### src/rtl/pedc_pkg.sv
/*
 Package for the PHY energy-detect control block: register offsets, field
 positions, reset values, timing counts and the carrier structs.
 Assumes a 40 MHz core clock; nothing else is needed from the surroundings.
*/
package pedc_pkg;
   // Clock rate and the energy-seen window
   localparam int unsigned CLK_HZ = 40000000;
   localparam int unsigned ENERGY_WINDOW_MS = 256;
   localparam int unsigned ENERGY_WINDOW_CYC = (CLK_HZ / 1000) * ENERGY_WINDOW_MS;

   // Register offsets (word index on the plain register port)
   localparam logic [3:0] OFS_CONTROL = 4'h0;
   localparam logic [3:0] OFS_IRQ_STATUS = 4'h1;
   localparam logic [3:0] OFS_IRQ_MASK = 4'h2;
   localparam logic [3:0] OFS_LINK_STATE = 4'h3;

   // Control register field positions
   localparam int unsigned BIT_PWRDN_EN = 13;
   localparam int unsigned BIT_THRES_LOW = 11;
   localparam int unsigned BIT_FORCE_LINK = 2;
   localparam int unsigned BIT_ENERGY_SEEN = 1;

   // Writable bits of the control register; all others but the energy flag at bit 1 read back as zero
   localparam logic [15:0] CONTROL_WR_MASK = 16'h2804;
   localparam logic [15:0] CONTROL_RESET = 16'h0000;

   // Interrupt status bits
   localparam int unsigned IRQ_W = 3;
   localparam int unsigned IRQ_ENERGY_RISE = 0;
   localparam int unsigned IRQ_ENERGY_FALL = 1;
   localparam int unsigned IRQ_LINK_CHANGE = 2;
   localparam logic [2:0] IRQ_RESET = 3'h0;

   // Register port request
   typedef struct packed {
      logic [3:0] addr;
      logic [15:0] wdata;
      logic wr;
      logic rd;
   } pedc_req_s;

   // Controls held for the analog front end
   typedef struct packed {
      logic pwrdn_en;
      logic thres_low;
      logic force_link;
   } pedc_ctrl_s;

   // Power state of the PHY
   typedef enum logic [1:0] {
      PEDC_ACTIVE,
      PEDC_ASLEEP
   } pedc_pwr_e;
endpackage

### src/rtl/pedc_top.sv
/*
 PHY energy-detect control register and power manager.
 Assumes a plain register port; energy and link inputs come from the
 analog front end, asynchronous to i_clk.
*/
`timescale 1ns/100ps
module pedc_top
   import pedc_pkg::*;
#(
   parameter int unsigned WINDOW_CYC = ENERGY_WINDOW_CYC
) (
   // Clock and reset
   input wire logic i_clk,
   input wire logic i_arst_n,
   // Register port
   input wire logic [3:0] i_addr,
   input wire logic [15:0] i_wdata,
   input wire logic i_wr,
   input wire logic i_rd,
   output logic [15:0] o_rdata,
   // Front end status, asynchronous
   input wire logic i_energy_raw,
   input wire logic i_link_raw,
   input wire logic i_speed_100,
   // Transmit hold-off
   input wire logic i_transmit_request,
   output logic o_transmit_grant,
   // Front end controls
   output logic o_phy_power_on,
   output logic o_thres_low,
   output logic o_link_up,
   // Interrupt
   output logic o_irq
);
   logic rst_meta;
   logic rst_n;
   logic [2:0] sync_a;
   logic [2:0] sync_b;
   logic energy_s;
   logic link_s;
   logic speed_s;
   logic energy_seen;
   logic prev_seen;
   logic prev_link;
   pedc_req_s req;
   pedc_ctrl_s ctrl;
   pedc_ctrl_s next_ctrl;
   pedc_pwr_e pwr;
   pedc_pwr_e next_pwr;
   logic [IRQ_W-1:0] irq_stat;
   logic [IRQ_W-1:0] next_irq_stat;
   logic [IRQ_W-1:0] irq_mask;
   logic [IRQ_W-1:0] next_irq_mask;
   logic [IRQ_W-1:0] events;
   logic [15:0] rdata;
   logic [15:0] next_rdata;
   logic link_up;
   logic grant;
   logic next_grant;

   // Reset release through two flops; assertion stays asynchronous
   always_ff @(posedge i_clk or negedge i_arst_n) begin
      if (!i_arst_n) begin
         rst_meta <= 1'b0;
         rst_n <= 1'b0;
      end else begin
         rst_meta <= 1'b1;
         rst_n <= rst_meta;
      end
   end

   // Two-flop synchronisers; only the second stage is read
   always_ff @(posedge i_clk or negedge rst_n) begin
      if (!rst_n) begin
         sync_a <= 3'h0;
         sync_b <= 3'h0;
      end else begin
         sync_a <= {i_speed_100, i_link_raw, i_energy_raw};
         sync_b <= sync_a;
      end
   end
   assign energy_s = sync_b[0];
   assign link_s = sync_b[1];
   assign speed_s = sync_b[2];

   pedc_energy_window #(
      .WINDOW_CYC(WINDOW_CYC)
   ) pedc_energy_window_inst (
      .i_clk(i_clk),
      .i_rst_n(rst_n),
      .i_energy(energy_s),
      .o_seen(energy_seen)
   );

   assign req = '{addr: i_addr, wdata: i_wdata, wr: i_wr, rd: i_rd};

   // Forced link only counts at 100 Mbps; the speed gate keeps it off at 10 Mbps
   assign link_up = (ctrl.force_link & speed_s) | link_s;

   // Control bits: only the three writable fields store
   always_comb begin
      next_ctrl = ctrl;
      if (req.wr && req.addr == OFS_CONTROL) begin
         next_ctrl.pwrdn_en = req.wdata[BIT_PWRDN_EN];
         next_ctrl.thres_low = req.wdata[BIT_THRES_LOW];
         next_ctrl.force_link = req.wdata[BIT_FORCE_LINK];
         // Energy flag and reserved bits are dropped here
      end
   end

   // Power state follows the energy flag only while enabled
   always_comb begin
      next_pwr = pwr;
      case (pwr)
         PEDC_ACTIVE: begin
            if (ctrl.pwrdn_en && !energy_seen) begin
               next_pwr = PEDC_ASLEEP;
            end
         end
         PEDC_ASLEEP: begin
            if (!ctrl.pwrdn_en || energy_seen) begin
               next_pwr = PEDC_ACTIVE;
            end
         end
         default: next_pwr = PEDC_ACTIVE;
      endcase
   end

   // Transmit grant waits for a link; asleep and unlinked it never comes
   always_comb begin
      next_grant = i_transmit_request && link_up && (pwr == PEDC_ACTIVE);
   end

   // Events: energy edges and link changes
   assign events[IRQ_ENERGY_RISE] = energy_seen & ~prev_seen;
   assign events[IRQ_ENERGY_FALL] = ~energy_seen & prev_seen;
   assign events[IRQ_LINK_CHANGE] = link_up ^ prev_link;

   // Sticky status, cleared by a read; a new event wins over the clear
   always_comb begin
      next_irq_stat = irq_stat;
      next_irq_mask = irq_mask;
      if (req.rd && req.addr == OFS_IRQ_STATUS) begin
         next_irq_stat = '0;
      end
      next_irq_stat = next_irq_stat | events;
      if (req.wr && req.addr == OFS_IRQ_MASK) begin
         next_irq_mask = req.wdata[IRQ_W-1:0];
      end
   end

   // Read mux; unmapped addresses and reserved bits read zero
   always_comb begin
      next_rdata = 16'h0000;
      if (req.rd) begin
         case (req.addr)
            OFS_CONTROL: begin
               next_rdata[BIT_PWRDN_EN] = ctrl.pwrdn_en;
               next_rdata[BIT_THRES_LOW] = ctrl.thres_low;
               next_rdata[BIT_FORCE_LINK] = ctrl.force_link;
               next_rdata[BIT_ENERGY_SEEN] = energy_seen;
            end
            OFS_IRQ_STATUS: next_rdata[IRQ_W-1:0] = irq_stat;
            OFS_IRQ_MASK: next_rdata[IRQ_W-1:0] = irq_mask;
            OFS_LINK_STATE: next_rdata[2:0] = {(pwr == PEDC_ASLEEP), speed_s, link_up};
            default: next_rdata = 16'h0000;
         endcase
      end
   end

   // Control and power state; power-on clears every writable bit
   always_ff @(posedge i_clk or negedge rst_n) begin
      if (!rst_n) begin
         ctrl <= '0;
         pwr <= PEDC_ACTIVE;
         grant <= 1'b0;
      end else begin
         ctrl <= next_ctrl;
         pwr <= next_pwr;
         grant <= next_grant;
      end
   end

   // Interrupt state; flag history resets high like the flag, so no false edge
   always_ff @(posedge i_clk or negedge rst_n) begin
      if (!rst_n) begin
         irq_stat <= IRQ_RESET;
         irq_mask <= IRQ_RESET;
         prev_seen <= 1'b1;
         prev_link <= 1'b0;
      end else begin
         irq_stat <= next_irq_stat;
         irq_mask <= next_irq_mask;
         prev_seen <= energy_seen;
         prev_link <= link_up;
      end
   end

   // Read data stands for one cycle after the strobe, zero otherwise
   always_ff @(posedge i_clk or negedge rst_n) begin
      if (!rst_n) begin
         rdata <= 16'h0000;
      end else begin
         rdata <= next_rdata;
      end
   end

   assign o_rdata = rdata;
   assign o_phy_power_on = (pwr == PEDC_ACTIVE);
   assign o_thres_low = ctrl.thres_low;
   assign o_link_up = link_up;
   assign o_transmit_grant = grant;
   assign o_irq = |(irq_stat & irq_mask);
endmodule

### src/rtl/pedc_energy_window.sv
/*
 Retriggerable window timer: reports energy seen within the last
 window of cycles. Assumes its energy input is already synchronous.
*/
`timescale 1ns/100ps
module pedc_energy_window
   import pedc_pkg::*;
#(
   parameter int unsigned WINDOW_CYC = ENERGY_WINDOW_CYC
) (
   // Clock and reset
   input wire logic i_clk,
   input wire logic i_rst_n,
   // Energy pulse in, windowed flag out
   input wire logic i_energy,
   output logic o_seen
);
   localparam int unsigned CW = $clog2(WINDOW_CYC + 1);
   logic [CW-1:0] count;
   logic [CW-1:0] next_count;
   logic seen;
   logic next_seen;

   // A zero-length window could never report energy; refuse it at elaboration
   if (WINDOW_CYC < 1) begin : g_bad_window
      $error("Window must be at least one cycle");
   end

   // Reload on energy, count down otherwise; flag falls at expiry
   always_comb begin
      next_count = count;
      next_seen = seen;
      if (i_energy) begin
         next_count = CW'(WINDOW_CYC);
         next_seen = 1'b1;
      end else if (count != '0) begin
         next_count = count - CW'(1);
         next_seen = (count != CW'(1));
      end else begin
         next_seen = 1'b0;
      end
   end

   // Flag resets high so a fresh device wakes listening
   always_ff @(posedge i_clk or negedge i_rst_n) begin
      if (!i_rst_n) begin
         count <= CW'(WINDOW_CYC);
         seen <= 1'b1;
      end else begin
         count <= next_count;
         seen <= next_seen;
      end
   end

   assign o_seen = seen;
endmodule

### config.mk
export PLATFORM = sky130hd
export DESIGN_NAME = pedc_top
export DESIGN_NICKNAME = d
export VERILOG_FILES = /design/src/rtl/pedc_pkg.sv /design/src/rtl/pedc_top.sv /design/src/rtl/pedc_energy_window.sv
export SDC_FILE = /design/constraint.sdc
export NUM_CORES = 1
export LEC_CHECK = 0
export ABC_CLOCK_PERIOD_IN_PS = 3400
export CORE_MARGIN = 5
export CORE_UTILIZATION = 55
export DETAILED_ROUTE_END_ITERATION = 8
export DONT_BUFFER_PORTS = 1
export GPL_TIMING_DRIVEN = 0
export PLACE_DENSITY = 0.7
export SLEW_MARGIN = 20
export SYNTH_ARGS = -nofsm -noshare
export SYNTH_HDL_FRONTEND = slang
export SYNTH_SLANG_ARGS = --single-unit
### constraint.sdc
create_clock -name i_clk -period 3.4 [get_ports i_clk]
set_input_delay 0.17 -clock i_clk [delete_from_list [all_inputs] [get_ports i_clk]]
set_output_delay 0.17 -clock i_clk [all_outputs]
set_load 0.02 [all_outputs]
==> qor.csv <==
metric;value;unit
drt-total-wl;4530;µm
met1_length;2110;µm
post-cts-setup-buffers;0;
number_of_antenna_violations_at_the_first_check_in_global_routing;0;
combinational_group_share_of_total_power;25.1;%
port_buffers;0;
synthesis.yosys.warnings;0;
syn_area;0.00246;mm²
drt.antenna.violating_nets;0;
regToRegEndpoint;pedc_energy_window_inst.count[8];
drc;0;
gpl.final_weighted_congestion;0.788;
dieHeight;76.9;µm
switching_share;34.4;%
path_max_fanout;6;
synth-main-ff-cell;sky130_fd_sc_hd__dfrtp_1;
final.setup_skew;8.79;ps
vias;1635;
switchingPower;0.537;mW
die_ar;0.00591;mm²
timing.critical_path.arrival;2330;ps
endpoint_kind;flop;
wl_met3;254;µm
worst_hold_path.num_cells;1;
leakage;1.23;nW
clock_latency_reported_for_the_late_side_of_the_worst_skew_pair;310;ps
hold_path_startpoint;i_rd;
synth_seq_area_share;52.3;%
least_margin_pin_slew;592;ps
global_route.usage.total;16.3;%
dr.pass1.iters;5;
fillCellCount;343;
ff_latch_area;0.00129;mm²
maxSlewHeadroom;60.5;%
layout-area-overhead-vs-synth;13.1;%
starting_density_of_the_core;56.5;%
synth-xor-area-share;6.06;%
tritoncts.num_buffers;5;
cellPowerDensity;561;mW/mm²
timing.final.setup_violations;0;
multiplexer_share_of_the_synthesized_area;4.99;%
area_of_the_multi_input_gates;0.00109;mm²
synth_top_family_by_area;simple AND/OR/NAND/NOR gates;
synthCells;218;
highest_layer;met4;
floorplan.core_area;0.00435;mm²
path_clk_slew;100;ps
grt_overflow_total;0;
design.portCount;49;
synth_enable_flop_cells;0;
critical_path.startpoint_type;flop;
grt_setup_unrepaired;false;
dpl.hpwl;3170;µm
run_status;finished, final reports clean;
hold_path_end;o_rdata[2];
power_frac_clock;23.7;%
kind_of_path_behind_the_tightest_hold_check;in -> reg;
async_flop_share;100;%
synth_compound_gate_area_share;6.82;%
setup-tns-final;0;ps
pwr-share-seq;51.3;%
internal-power;1.02;mW
grt_max_degree;35;
hold_violations;0;
die-width;76.9;µm
layout_worst_path_cycle_share;63.1;%
report.final.slew_viol_count;0;
max_clock_freq;466;MHz
timing.setup.critical_path_class;reg -> reg;
ff2ff_path_depth;8;
drt_iter0_markers;100;
synthSimpleGateAreaFrac;23.0;%
clock_sink_count;51;
post_route_minimum_period;2140;ps
reg2reg_slack;1260;ps
post_route_cells_drive_above_1_share;19.4;%
worst-endpoint-required;3580;ps
ctsLongestPathBuffers;2;
synth-seq-cells;51;
synth.avg_cell_area;11.3;µm²
tritoncts;built;
global_route_wire_length_before_repair;7910;µm
cts.htree.levels;2;
design.final.nets;277;
cts_root_buf;sky130_fd_sc_hd__clkbuf_8;
p_total;1.56;mW
antenna-diode-count;0;
peakVddDrop;346;µV
reg2reg_from;pedc_energy_window_inst.count[0];
wl_per_cell;15.2;µm
grt_pass1_vias;1665;
synth.lib_cells_used.distinct;48;
num_rows;24;
viasPerCell;5.47;
met2_length;2120;µm
drv.max_cap_violation_count;0;
synthAdderAreaFrac;1.53;%
[per-stage QoR]
step | worst slack [ps] | std cells | instance area (µm²) | hold WS (ps) | util (%)
2_1_floorplan | 1530 | 228 | 2500 | -126 | -
3_3_place_gp | 1330 | 280 | 2560 | -126 | 58.8
3_5_place_dp | 1270 | 281 | 2580 | -126 | 59.3
4_1_cts | 1250 | 298 | 2770 | 2.10 | 63.6
5_1_grt | 1100 | 299 | 2780 | 0.186 | 63.9
6_report | 1260 | 299 | 2780 | 11.4 | 63.9
[placed cells by master, fill, tap and decap left out, types with 2 or more instances in the layout]
cell type | synthesis | layout
sky130_fd_sc_hd__a21oi_1 | 6 | 6
sky130_fd_sc_hd__and3_1 | 5 | 5
sky130_fd_sc_hd__buf_4 | 11 | 11
sky130_fd_sc_hd__clkbuf_1 | 3 | 3
sky130_fd_sc_hd__clkbuf_8 | 0 | 5
sky130_fd_sc_hd__clkinv_4 | 0 | 2
sky130_fd_sc_hd__conb_1 | 2 | 12
sky130_fd_sc_hd__dfrtp_1 | 44 | 43
sky130_fd_sc_hd__dfstp_2 | 7 | 7
sky130_fd_sc_hd__dlygate4sd3_1 | 0 | 10
sky130_fd_sc_hd__ha_1 | 3 | 3
sky130_fd_sc_hd__inv_1 | 7 | 7
sky130_fd_sc_hd__mux2_2 | 6 | 6
sky130_fd_sc_hd__mux4_2 | 2 | 2
sky130_fd_sc_hd__nand2_1 | 6 | 6
sky130_fd_sc_hd__nand2b_1 | 5 | 5
sky130_fd_sc_hd__nand3_1 | 3 | 3
sky130_fd_sc_hd__nand4_1 | 4 | 4
sky130_fd_sc_hd__nand4_4 | 2 | 2
sky130_fd_sc_hd__nor2_1 | 29 | 29
sky130_fd_sc_hd__nor2b_1 | 3 | 3
sky130_fd_sc_hd__nor3_1 | 5 | 5
sky130_fd_sc_hd__nor3_4 | 2 | 2
sky130_fd_sc_hd__nor4_1 | 6 | 6
sky130_fd_sc_hd__nor4_2 | 2 | 2
sky130_fd_sc_hd__nor4_4 | 2 | 2
sky130_fd_sc_hd__o211ai_1 | 3 | 3
sky130_fd_sc_hd__o21ai_0 | 8 | 8
sky130_fd_sc_hd__or3_1 | 5 | 5
sky130_fd_sc_hd__xnor2_1 | 8 | 8
sky130_fd_sc_hd__xor2_1 | 9 | 9
[routing by layer]
layer / track usage (%) / up-vias
met5: 0 / -
met4: 4.72 / 0
met3: 4.80 / 5
met2: 24.3 / 43
met1: 23.0 / 783
li1: - / 804
[critical path: stages (launching register included)]
cell and delay (ps):
sky130_fd_sc_hd__dfrtp_1 440, sky130_fd_sc_hd__inv_1 100, sky130_fd_sc_hd__ha_1 160, sky130_fd_sc_hd__nor3b_1 510, sky130_fd_sc_hd__and4_1 260, sky130_fd_sc_hd__buf_2 170
sky130_fd_sc_hd__nand2b_1 130, sky130_fd_sc_hd__a31oi_1 190, sky130_fd_sc_hd__a311oi_1 60
[cell type report]
class / instances / share of cell area, %
Sequential cell: 51 / 46.3
Multi-Input combinational cell: 155 / 39.1
Timing Repair Buffer: 11 / 4.32
Buffer: 15 / 3.56
Clock buffer: 5 / 2.48
Tap cell: 52 / 2.34
Clock inverter: 3 / 1.04
Inverter: 7 / 0.945
[state kept, by name, indices dropped and copies added, names as in the netlist, 2 cells and up]
name and count:
pedc_energy_window_inst.count 24, o_rdata 5, irq_mask 3, irq_stat 3
sync_a 3, sync_b 3, ctrl 2
[power by group through the flow]
stage                     sequential (mW)  combinational, mW  clock (mW)
after global routing                0.815              0.436       0.417
after CTS                           0.799              0.390       0.380
after floorplan                     0.793              0.319           0
after detailed placement            0.810              0.381           0
after global placement              0.816              0.364           0
final                               0.800              0.391       0.369
[repair_timing]
action                                 4_1_cts  5_1_grt
hold buffers                                 9        1
resized for setup                            0        0
endpoints found under the hold margin       10        1
[worst max path at each step]
stage,start,end,slack [ps]
floorplan,pedc_energy_window_inst.count[0],pedc_energy_window_inst.count[8],1530
global placement,pedc_energy_window_inst.count[0],pedc_energy_window_inst.count[8],1330
detailed placement,pedc_energy_window_inst.count[0],pedc_energy_window_inst.count[8],1270
CTS,pedc_energy_window_inst.count[0],pedc_energy_window_inst.count[8],1250
global route,pedc_energy_window_inst.count[0],pedc_energy_window_inst.count[23],1100
finish,pedc_energy_window_inst.count[0],pedc_energy_window_inst.count[8],1260
[synthesized netlist by cell type, types with 2 or more instances]
master                     number  share of area (%)
sky130_fd_sc_hd__a21oi_1        6                1.2
sky130_fd_sc_hd__conb_1         2               0.31
sky130_fd_sc_hd__dfrtp_1       44                 45
sky130_fd_sc_hd__dfstp_2        7                7.5
sky130_fd_sc_hd__and3_1         5                1.3
sky130_fd_sc_hd__nand2_1        6               0.92
sky130_fd_sc_hd__inv_1          7                1.1
sky130_fd_sc_hd__buf_4         11                3.4
sky130_fd_sc_hd__nor3_1         5                1.0
sky130_fd_sc_hd__nor3_4         2                1.3
sky130_fd_sc_hd__nor4_4         2                1.7
sky130_fd_sc_hd__nor4_1         6                1.5
sky130_fd_sc_hd__mux4_2         2                1.8
sky130_fd_sc_hd__xor2_1         9                3.2
sky130_fd_sc_hd__mux2_2         6                2.7
sky130_fd_sc_hd__nand2b_1       5                1.3
sky130_fd_sc_hd__nand4_1        4                1.0
sky130_fd_sc_hd__clkbuf_1       3               0.46
sky130_fd_sc_hd__nor4_2         2                1.0
sky130_fd_sc_hd__o211ai_1       3               0.92
sky130_fd_sc_hd__ha_1           3                1.5
sky130_fd_sc_hd__nand4_4        2                1.7
sky130_fd_sc_hd__nor2b_1        3               0.76
sky130_fd_sc_hd__nor2_1        29                4.4
sky130_fd_sc_hd__xnor2_1        8                2.8
sky130_fd_sc_hd__or3_1          5                1.3
sky130_fd_sc_hd__o21ai_0        8                1.6
sky130_fd_sc_hd__nand3_1        3               0.61
[cells by family (layout without fill, tap and decap cells)]
group	after synthesis	in the layout
and+or+nand+nor	88	88
xor gates and xnor gates	17	17
muxes	9	9
DFF	51	51
other	2	12
AOI/OAI and AO/OA	26	26
adders and majority gates	3	3
buffers and inverters	22	41
(Power assumes the default switching activity.)
